### src/dtpc_pkg.sv
// Shared constants, field layouts and types of the dual timer block.
package dtpc_pkg;
  // Register byte offsets on the APB bus.
  localparam logic [7:0]  OFF_CTRL   = 8'h00;
  localparam logic [7:0]  OFF_CLKSEL = 8'h04;
  localparam logic [7:0]  OFF_CRA    = 8'h08;
  localparam logic [7:0]  OFF_CRB    = 8'h0c;
  localparam logic [7:0]  OFF_CNT1   = 8'h10;
  localparam logic [7:0]  OFF_CNT2   = 8'h14;
  localparam logic [7:0]  OFF_PEND   = 8'h18;
  localparam logic [7:0]  OFF_IEN    = 8'h1c;
  // Counter and register widths and the special counter values.
  localparam int          CNT_W      = 16;
  localparam int          PRE_W      = 5;
  localparam int          CTRL_W     = 7;
  localparam int          CLKSEL_W   = 11;
  localparam int          PND_W      = 4;
  localparam logic [15:0] CNT_ZERO   = 16'h0000;
  localparam logic [15:0] CNT_PRESET = 16'hffff;
  localparam logic [4:0]  PRE_ZERO   = 5'h00;
  // Bit positions of the four pending flags and their enables.
  localparam int          PND_A      = 0;
  localparam int          PND_B      = 1;
  localparam int          PND_C      = 2;
  localparam int          PND_D      = 3;
  // Reset values of the software registers.
  localparam logic [6:0]  CTRL_RST   = 7'h00;
  localparam logic [10:0] CLKSEL_RST = 11'h000;
  localparam logic [3:0]  PND_RST    = 4'h0;

  // Operating mode; the code equals the mode number, zero holds both counters.
  typedef enum logic [1:0] {
    MODE_OFF = 2'b00,
    MODE_PWM = 2'b01,
    MODE_CAP = 2'b10,
    MODE_TMR = 2'b11
  } dtpc_mode_t;

  // Clock source of one counter.
  typedef enum logic [2:0] {
    CS_NONE = 3'h0,
    CS_PRE  = 3'h1,
    CS_EXT  = 3'h2,
    CS_ACC  = 3'h3,
    CS_SLOW = 3'h4
  } dtpc_csel_t;

  // Control register layout, bit 0 upward: mode, pin functions, edges, level.
  typedef struct packed {
    logic       out_level;
    logic       b_fall;
    logic       a_fall;
    logic       b_fn_en;
    logic       a_fn_en;
    dtpc_mode_t mode;
  } dtpc_ctrl_t;

  // Clock select register layout: sel1 [2:0], sel2 [5:3], prescale [10:6].
  typedef struct packed {
    logic [4:0] prescale;
    dtpc_csel_t sel2;
    dtpc_csel_t sel1;
  } dtpc_clksel_t;
endpackage

### src/dtpc_pin_sync.sv
// Two-flop synchroniser with a polarity-selected edge detector for one pin.
`timescale 1ns/1ps
module dtpc_pin_sync (
  input  wire logic clk,
  input  wire logic rst,
  input  wire logic pin,
  input  wire logic fall,
  output logic      level,
  output logic      event_p
);
  logic meta;  // First stage, read only by the second stage.
  logic prev;  // Last synchronised level for edge detection.

  // Synchronise the pin and keep one older sample.
  always_ff @(posedge clk) begin
    if (rst) begin
      meta  <= 1'b0;
      level <= 1'b0;
      prev  <= 1'b0;
    end else begin
      meta  <= pin;
      level <= meta;
      prev  <= level;
    end
  end

  // One-cycle pulse on the selected transition.
  assign event_p = fall ? (prev & ~level) : (~prev & level);
endmodule

### src/dtpc_timer.sv
// Dual 16-bit timer with PWM, dual capture and dual timer modes behind APB.
`timescale 1ns/1ps
// What this block does
// - PWM mode reloads alternate A then B.
// - PWM first reload from A after entry.
// - Stopping counter one restarts alternation at A.
// - Enabled counter counts from its current value.
// - PWM underflow toggles pin A when enabled.
// - Software picks initial pin A level.
// - PWM reloads set flag A or B.
// - PWM mode counter two underflow flags D.
// - Pin B events count preloaded counter two.
// - Capture mode copies counter one on edges.
// - Preset stores value then sets FFFF.
// - Each capture input picks rising or falling.
// - Capture mode flags A, B, C separately.
// - Capture mode counter two is system timer.
// - Capture mode stops counter one on pin clocks.
// - Timer mode counter one reloads A, flags A.
// - Timer mode counter two reloads B, flags D.
// - Pin B or prescaler clocks either counter.
// - Counters are 16-bit, underflow 0000 to FFFF.
// - Each counter has its own clock selector.
// - Output level bit holds pin A level.
module dtpc_timer (
  input  wire logic        clk,
  input  wire logic        rst,
  input  wire logic        psel,
  input  wire logic        penable,
  input  wire logic        pwrite,
  input  wire logic [7:0]  paddr,
  input  wire logic [31:0] pwdata,
  output logic      [31:0] prdata,
  output logic             pready,
  output logic             pslverr,
  input  wire logic        pin_a_in,
  output logic             pin_a_out,
  output logic             pin_a_oe,
  input  wire logic        pin_b_in,
  input  wire logic        slow_clk_in,
  output logic             irq_timer1,
  output logic             irq_timer2
);
  dtpc_pkg::dtpc_ctrl_t   ctrl;        // Mode, pin functions and edges.
  dtpc_pkg::dtpc_clksel_t clksel;      // Clock selectors and prescale.
  logic [15:0]            reload_capture_a;  // Reload or capture register A.
  logic [15:0]            reload_capture_b;  // Reload or capture register B.
  logic [15:0]            counter_one;       // First down counter.
  logic [15:0]            counter_two;       // Second down counter.
  logic [3:0]             pend;        // Pending flags A to D.
  logic [3:0]             ien;         // Interrupt enables A to D.
  logic                   pin_a_output_level; // Current PWM level.
  logic                   alt;         // High when the next PWM reload is from B.
  logic [4:0]             pre_cnt;     // Prescaler down counter.
  logic                   pre_tick;    // Prescaled clock pulse.
  logic                   a_ev;        // Valid pin A transition.
  logic                   b_lvl;       // Synchronised pin B level.
  logic                   b_ev;        // Valid pin B transition.
  logic                   slow_ev;     // Slow clock rising edge.
  logic                   wr;          // APB write in its access phase.
  logic                   tick1;       // Counter one steps this cycle.
  logic                   tick2;       // Counter two steps this cycle.
  logic                   preset_hit;  // A capture event presets counter one.
  logic                   uf1;         // Counter one underflows.
  logic                   uf2;         // Counter two underflows.
  logic                   in_pwm;      // Mode one active.
  logic                   in_cap;      // Mode two active.
  logic                   in_tmr;      // Mode three active.
  logic [3:0]             pend_set;    // Hardware flag events.
  logic [3:0]             pend_clr;    // Software write-one-to-clear.
  // True when the current access is a write to the given offset.
  function automatic logic wr_hit(input logic [7:0] off);
    wr_hit = wr && (paddr == off);
  endfunction
  // Clock pulse for one counter from its selector; pin B sources may be barred.
  function automatic logic clk_tick(input dtpc_pkg::dtpc_csel_t sel,
                                    input logic allow_b);
    clk_tick = 1'b0;
    case (sel)
      dtpc_pkg::CS_PRE:  clk_tick = pre_tick;
      dtpc_pkg::CS_EXT:  clk_tick = allow_b && b_ev;
      // Accumulate while pin B sits at the level after its active edge.
      dtpc_pkg::CS_ACC:  clk_tick = allow_b && pre_tick && (b_lvl ^ ctrl.b_fall);
      dtpc_pkg::CS_SLOW: clk_tick = slow_ev;
      default:           clk_tick = 1'b0;
    endcase
  endfunction
  // Read data for an offset; unmapped offsets read zero.
  function automatic logic [31:0] rd_mux(input logic [7:0] off);
    if (off == dtpc_pkg::OFF_CTRL) begin
      rd_mux = {25'h0000000, pin_a_output_level, ctrl[5:0]};
    end else if (off == dtpc_pkg::OFF_CLKSEL) begin
      rd_mux = {21'h000000, clksel};
    end else if (off == dtpc_pkg::OFF_CRA) begin
      rd_mux = {16'h0000, reload_capture_a};
    end else if (off == dtpc_pkg::OFF_CRB) begin
      rd_mux = {16'h0000, reload_capture_b};
    end else if (off == dtpc_pkg::OFF_CNT1) begin
      rd_mux = {16'h0000, counter_one};
    end else if (off == dtpc_pkg::OFF_CNT2) begin
      rd_mux = {16'h0000, counter_two};
    end else if (off == dtpc_pkg::OFF_PEND) begin
      rd_mux = {28'h0000000, pend};
    end else if (off == dtpc_pkg::OFF_IEN) begin
      rd_mux = {28'h0000000, ien};
    end else begin
      rd_mux = 32'h00000000;
    end
  endfunction
  // True for every offset that holds a register.
  function automatic logic mapped(input logic [7:0] off);
    mapped = (off[1:0] == 2'b00) && (off <= dtpc_pkg::OFF_IEN);
  endfunction
  // Pin A capture input, edge chosen by software.
  // per-pin edge select
  dtpc_pin_sync u_sync_a (
    .clk     (clk),
    .rst     (rst),
    .pin     (pin_a_in),
    .fall    (ctrl.a_fall),
    .level   (),
    .event_p (a_ev)
  );
  // Pin B capture or event input.
  dtpc_pin_sync u_sync_b (
    .clk     (clk),
    .rst     (rst),
    .pin     (pin_b_in),
    .fall    (ctrl.b_fall),
    .level   (b_lvl),
    .event_p (b_ev)
  );
  // Slow clock, counted on its rising edge.
  dtpc_pin_sync u_sync_slow (
    .clk     (clk),
    .rst     (rst),
    .pin     (slow_clk_in),
    .fall    (1'b0),
    .level   (),
    .event_p (slow_ev)
  );
  // Mode decode and bus strobes.
  // mode field decode
  assign in_pwm  = (ctrl.mode == dtpc_pkg::MODE_PWM);
  assign in_cap  = (ctrl.mode == dtpc_pkg::MODE_CAP);
  assign in_tmr  = (ctrl.mode == dtpc_pkg::MODE_TMR);
  assign wr      = psel && penable && pwrite;
  assign pready  = 1'b1;
  assign pslverr = psel && penable && !mapped(paddr);
  // Register the read data in the setup phase so it is a flop output.
  always_ff @(posedge clk) begin
    if (rst) begin
      prdata <= 32'h00000000;
    end else if (psel && !penable && !pwrite) begin
      prdata <= rd_mux(paddr);
    end
  end
  // Control and clock select registers.
  always_ff @(posedge clk) begin
    if (rst) begin
      ctrl   <= dtpc_pkg::CTRL_RST;
      clksel <= dtpc_pkg::CLKSEL_RST;
    end else begin
      if (wr_hit(dtpc_pkg::OFF_CTRL)) begin
        ctrl <= pwdata[dtpc_pkg::CTRL_W-1:0];
      end
      if (wr_hit(dtpc_pkg::OFF_CLKSEL)) begin
        clksel <= pwdata[dtpc_pkg::CLKSEL_W-1:0];
      end
    end
  end
  // Prescaler: divides the system clock by prescale plus one.
  always_ff @(posedge clk) begin
    if (rst) begin
      pre_cnt <= dtpc_pkg::PRE_ZERO;
    end else if (pre_cnt == dtpc_pkg::PRE_ZERO) begin
      pre_cnt <= clksel.prescale;
    end else begin
      pre_cnt <= pre_cnt - 5'h01;
    end
  end
  assign pre_tick = (pre_cnt == dtpc_pkg::PRE_ZERO);
  // Counter clocks; mode zero holds both counters.
  // independent clock selectors
  // pin B clocks barred for counter one in capture
  // pin B or prescaler for either counter
  assign tick1 = (ctrl.mode != dtpc_pkg::MODE_OFF) && clk_tick(clksel.sel1, !in_cap);
  assign tick2 = (ctrl.mode != dtpc_pkg::MODE_OFF) && clk_tick(clksel.sel2, 1'b1);
  assign preset_hit = in_cap && ((a_ev && ctrl.a_fn_en) || (b_ev && ctrl.b_fn_en));
  assign uf1 = tick1 && (counter_one == dtpc_pkg::CNT_ZERO) &&
               !wr_hit(dtpc_pkg::OFF_CNT1) && !preset_hit;
  assign uf2 = tick2 && (counter_two == dtpc_pkg::CNT_ZERO) &&
               !wr_hit(dtpc_pkg::OFF_CNT2);
  // Counter one: software load, capture preset, then counting.
  always_ff @(posedge clk) begin
    if (rst) begin
      counter_one <= dtpc_pkg::CNT_ZERO;
    end else if (wr_hit(dtpc_pkg::OFF_CNT1)) begin
      counter_one <= pwdata[dtpc_pkg::CNT_W-1:0];
    end else if (preset_hit) begin
      counter_one <= dtpc_pkg::CNT_PRESET;
    end else if (uf1) begin
      if (in_pwm) begin
        counter_one <= alt ? reload_capture_b : reload_capture_a;
      end else if (in_tmr) begin
        counter_one <= reload_capture_a;
      end else begin
        counter_one <= dtpc_pkg::CNT_PRESET;
      end
    end else if (tick1) begin
      counter_one <= counter_one - 16'h0001;
    end
  end
  // Counter two: software preload, then counting; reload only in timer mode.
  always_ff @(posedge clk) begin
    if (rst) begin
      counter_two <= dtpc_pkg::CNT_ZERO;
    end else if (wr_hit(dtpc_pkg::OFF_CNT2)) begin
      counter_two <= pwdata[dtpc_pkg::CNT_W-1:0];
    end else if (uf2) begin
      counter_two <= in_tmr ? reload_capture_b : dtpc_pkg::CNT_PRESET;
    end else if (tick2) begin
      counter_two <= counter_two - 16'h0001;
    end
  end
  // Reload source toggle; held at A outside PWM mode or while stopped.
  always_ff @(posedge clk) begin
    if (rst) begin
      alt <= 1'b0;
    end else if (!in_pwm || clksel.sel1 == dtpc_pkg::CS_NONE) begin
      alt <= 1'b0;
    end else if (uf1) begin
      alt <= ~alt;
    end
  end
  // Capture register A: capture has priority over a software write.
  always_ff @(posedge clk) begin
    if (rst) begin
      reload_capture_a <= dtpc_pkg::CNT_ZERO;
    end else if (in_cap && a_ev) begin
      reload_capture_a <= counter_one;
    end else if (wr_hit(dtpc_pkg::OFF_CRA)) begin
      reload_capture_a <= pwdata[dtpc_pkg::CNT_W-1:0];
    end
  end
  // Capture register B: capture has priority over a software write.
  always_ff @(posedge clk) begin
    if (rst) begin
      reload_capture_b <= dtpc_pkg::CNT_ZERO;
    end else if (in_cap && b_ev) begin
      reload_capture_b <= counter_one;
    end else if (wr_hit(dtpc_pkg::OFF_CRB)) begin
      reload_capture_b <= pwdata[dtpc_pkg::CNT_W-1:0];
    end
  end
  // Pin A level: software sets it, underflow toggles it when enabled.
  always_ff @(posedge clk) begin
    if (rst) begin
      pin_a_output_level <= 1'b0;
    end else if (wr_hit(dtpc_pkg::OFF_CTRL)) begin
      pin_a_output_level <= pwdata[dtpc_pkg::CTRL_W-1];
    end else if (uf1 && ctrl.a_fn_en && (in_pwm || in_tmr)) begin
      pin_a_output_level <= ~pin_a_output_level;
    end
  end
  // Drive pin A only while it is a PWM or timer mode output.
  // level bit drives pin
  assign pin_a_out = pin_a_output_level;
  assign pin_a_oe  = ctrl.a_fn_en && (in_pwm || in_tmr);

  // Hardware events that raise each pending flag.
  // PWM reload flags
  always_comb begin
    pend_set        = dtpc_pkg::PND_RST;
    pend_set[dtpc_pkg::PND_A] = (in_pwm && uf1 && !alt) || (in_tmr && uf1) ||
                                (in_cap && a_ev);
    pend_set[dtpc_pkg::PND_B] = (in_pwm && uf1 && alt) || (in_cap && b_ev);
    pend_set[dtpc_pkg::PND_C] = in_cap && uf1;
    pend_set[dtpc_pkg::PND_D] = uf2;
  end
  assign pend_clr = wr_hit(dtpc_pkg::OFF_PEND) ? pwdata[dtpc_pkg::PND_W-1:0]
                                               : dtpc_pkg::PND_RST;

  // Pending flags: write one clears, a new event in the same cycle wins.
  always_ff @(posedge clk) begin
    if (rst) begin
      pend <= dtpc_pkg::PND_RST;
    end else begin
      pend <= (pend & ~pend_clr) | pend_set;
    end
  end

  // Interrupt enable register.
  always_ff @(posedge clk) begin
    if (rst) begin
      ien <= dtpc_pkg::PND_RST;
    end else if (wr_hit(dtpc_pkg::OFF_IEN)) begin
      ien <= pwdata[dtpc_pkg::PND_W-1:0];
    end
  end

  // Sources A to C share interrupt one, D drives interrupt two.
  // enabled flags raise interrupts
  assign irq_timer1 = |(pend[dtpc_pkg::PND_C:dtpc_pkg::PND_A] &
                        ien[dtpc_pkg::PND_C:dtpc_pkg::PND_A]);
  assign irq_timer2 = pend[dtpc_pkg::PND_D] && ien[dtpc_pkg::PND_D];
endmodule

### config.mk
export PLATFORM = sky130hd
export DESIGN_NAME = dtpc_timer
export DESIGN_NICKNAME = d
export VERILOG_FILES = /design/src/dtpc_pkg.sv /design/src/dtpc_pin_sync.sv /design/src/dtpc_timer.sv
export SDC_FILE = /design/constraint.sdc
export NUM_CORES = 1
export LEC_CHECK = 0
export ABC_AREA = 1
export BUFFER_PORTS_ARGS = -buffer_cell sky130_fd_sc_hd__clkbuf_2
export CAP_MARGIN = 20
export CORE_MARGIN = 3
export CORE_UTILIZATION = 35
export CTS_CLUSTER_DIAMETER = 150
export DETAILED_ROUTE_END_ITERATION = 8
export SYNTH_ARGS = -nofsm -noshare
export SYNTH_HDL_FRONTEND = slang
export SYNTH_SLANG_ARGS = --single-unit
### constraint.sdc
create_clock -name clk -period 1.7 [get_ports clk]
set_input_delay 0.255 -clock clk [delete_from_list [all_inputs] [get_ports clk]]
set_output_delay 0.255 -clock clk [all_outputs]
set_load 0.05 [all_outputs]
==> flow_metrics.tcl <==
set metrics [dict create \
    avgRoutedWirePerCell_um 17.0 \
    die_x_um 154 \
    worstHoldStart "pin_b_in" \
    ys_seq_elements 121 \
    fin_crit_sh_pct 111 \
    cts_buffer_depth 2 \
    remaining_drc_errors 0 \
    htreeDepth 4 \
    finalHoldViolCount 0 \
    cp_max_fo 10 \
    routed_wl_um 27400 \
    cts_tree "done" \
    clock_latency_ns 0.43 \
    cp-start-kind "flip-flop" \
    nets 1380 \
    holdCritPathClass "in -> reg" \
    setup_violations 38 \
    first_pass_iters 6 \
    die-area_mm2 0.0236 \
    ys.warnings.count 0 \
    slew_viol_final 0 \
    ios 86 \
    layout_common_cells "210 x nand2_1, 141 x buf_4, 119 x dfxtp_1" \
    antennaDiodeCount 0 \
    std_cell_rows 53 \
    timing_worst_setup_path_type "reg -> reg" \
    grt_start_max_net_pins 63 \
    grt.overflow.total 0 \
    place_area_mm2 0.00915 \
    min_period_ns 1.88 \
    drt-initial-drc-count 875 \
    cts_buffers 17 \
    fin_total_pwr_mw 7.57 \
    leakagePower_nw 4.65 \
    gp_congestion 0.957 \
    syn_inst 1148 \
    grt_pass1_vias 7808 \
    violations "negative setup slack" \
    portBuffers 52 \
    grt_pass1_wl_um 42500 \
    die_h_um 154 \
    detail-route-antenna-nets 0 \
    syn-cell-area_mm2 0.00762 \
    worst_setup_path_startpoint "pre_cnt[1]" \
    grt_util_all_layers_pct 22.7 \
    antenna_found_initial 0 \
    synth_cell_types 47 \
    ir_drop_uv 492 \
    drv_cap 0 \
    dp_hpwl_um 20400 \
    drive_above_1_share_pct 28.1 \
    area_delta_synth_final_pct 34.0 \
    root_buffer "clkbuf_16" \
    stdcell_area_mm2 0.0102 \
    cp.required_ns 2.00 \
    cp.arrival_ns 2.18 \
    syn-mean-instance-area_um2 6.64 \
    start_util_pct 35.9 \
    core_mm2 0.0212 \
    rsz0062_at_grt "yes" \
    r2r-start "pre_cnt[1]" \
    fmax_mhz 532 \
    via_count 8323 \
    cp-end-kind "flip-flop" \
    ys_seq_area_share_pct 31.8 \
    final_common_cell "nand2_1" \
    clkSinkCount 121 \
    status "complete, but fails checks" \
    p_per_area_mw_per_mm2 741 \
    clk_pin_slew_ns 0.06 \
    skew_ns 0.00636 \
    viasPerCell 5.15 \
    finalWorstSetupSlack_ns -0.180 \
]
cells by family after synthesis:
group / after synthesis / synth area share [%]
simple gates: 463 / 28.3
compound gates: 314 / 23.4
buf+inv: 218 / 12.7
flops: 121 / 31.8
xor+xnor: 26 / 2.99
fa+ha+maj: 4 / 0.657
other cells: 2 / 0.0985
sequential cells by signal, summed over array words and instances, names as in the netlist, 4 cells and up:
signal and flops:
ctrl 6, counter_one 16, clksel 11, prdata 16, reload_capture_b 16, pre_cnt 5, ien 4, reload_capture_a 16
pend 4, counter_two 16
layout make-up:
class                      count  area [um^2]
timing repair buffer         214         1710
inverter                     148          574
clock inverter                 9         97.6
tap                          275          344
multi-input combinational    826         4600
fill                        2111        11000
clock buffer                  22          474
sequential                   121         2420
critical path, stage by stage, from the launching register on:
cell and delay (ns):
dfxtp_2 0.31, inv_2 0.07, ha_4 0.15, nand2_4 0.05, nor2_4 0.15, nand2_2 0.06, nand3_2 0.08, nand3_4 0.13
nor2_8 0.25, nand2_8 0.11, nand2_1 0.08, o21ai_0 0.08, a21oi_1 0.15, nor2_1 0.07
metal layers:
metal / routed length (um) / share of wire [%] / track usage [%] / up-vias
met5: 0 / 0 / 0 / -
met4: 897 / 3.3 / 8.20 / 0
met3: 2080 / 7.6 / 3.86 / 53
met2: 12200 / 45 / 35.2 / 340
met1: 12200 / 45 / 31.7 / 3775
li1: - / - / - / 4155
stage by stage:
| step | instances | hold slack (ns) | setup TNS [ns] | worst slack [ns] | utilization (%) |
|---|---|---|---|---|---|
| after detailed placement | 1570 | 0.397 | -8.22 | -0.219 | 43.1 |
| after global placement | 1570 | 0.391 | -6.27 | -0.213 | 43.1 |
| after floorplan | 1163 | 0.362 | -0.00584 | -0.00584 | - |
| final | 1615 | 0.0125 | -4.07 | -0.180 | 48.1 |
| after global routing | 1615 | 0.0140 | -9.27 | -0.310 | 48.1 |
| after CTS | 1610 | 0.00578 | -3.49 | -0.147 | 47.1 |
where the power goes:
group	internal [mW]	switching, mW	leakage (nW)	total [mW]
registers	2.90	0.0414	0.978	2.95
logic	0.418	0.604	3.39	1.02
clock network	2.25	1.35	0.285	3.60
repair_timing:
action | 4_1_cts | 5_1_grt
hold buffers | 0 | 0
resized for setup | 43 | 46
setup endpoints to repair | 50 | 67
gates cloned | 2 | 2
setup buffers | 8 | 3
pin swaps | 11 | 10
path summary, 6_finish.rpt:
| kind | endpoint | slack [ns] | cells past startpoint |
|---|---|---|---|
| max reg2reg | counter_two[7] | -0.18 | 13 |
| min reg2reg | u_sync_b.level | 0.40 | 2 |
| max | counter_two[7] | -0.18 | 13 |
| min | u_sync_b.meta | 0.01 | 3 |
cell usage after synthesis (all sizes together):
library cell | n | area (um^2)
o21ai | 102 | 522
dfxtp | 121 | 2420
o31ai | 2 | 15.0
a31oi | 17 | 106
o22ai | 22 | 138
inv | 147 | 554
nor3 | 14 | 120
xor2 | 26 | 228
conb | 2 | 7.51
buf | 39 | 295
a22oi | 3 | 22.5
o21bai | 6 | 45.0
a21o | 1 | 7.51
nand4 | 19 | 125
ha | 4 | 50.1
a211oi | 23 | 178
o211ai | 9 | 82.6
clkbuf | 31 | 116
nor2 | 112 | 524
nor3b | 1 | 7.51
clkinv | 1 | 3.75
nand2 | 232 | 911
nand3 | 78 | 425
or2 | 6 | 37.5
o221ai | 5 | 43.8
a21oi | 123 | 619
o21a | 1 | 7.51
nand3b | 1 | 7.51
Power figures use the tool's default switching activity.
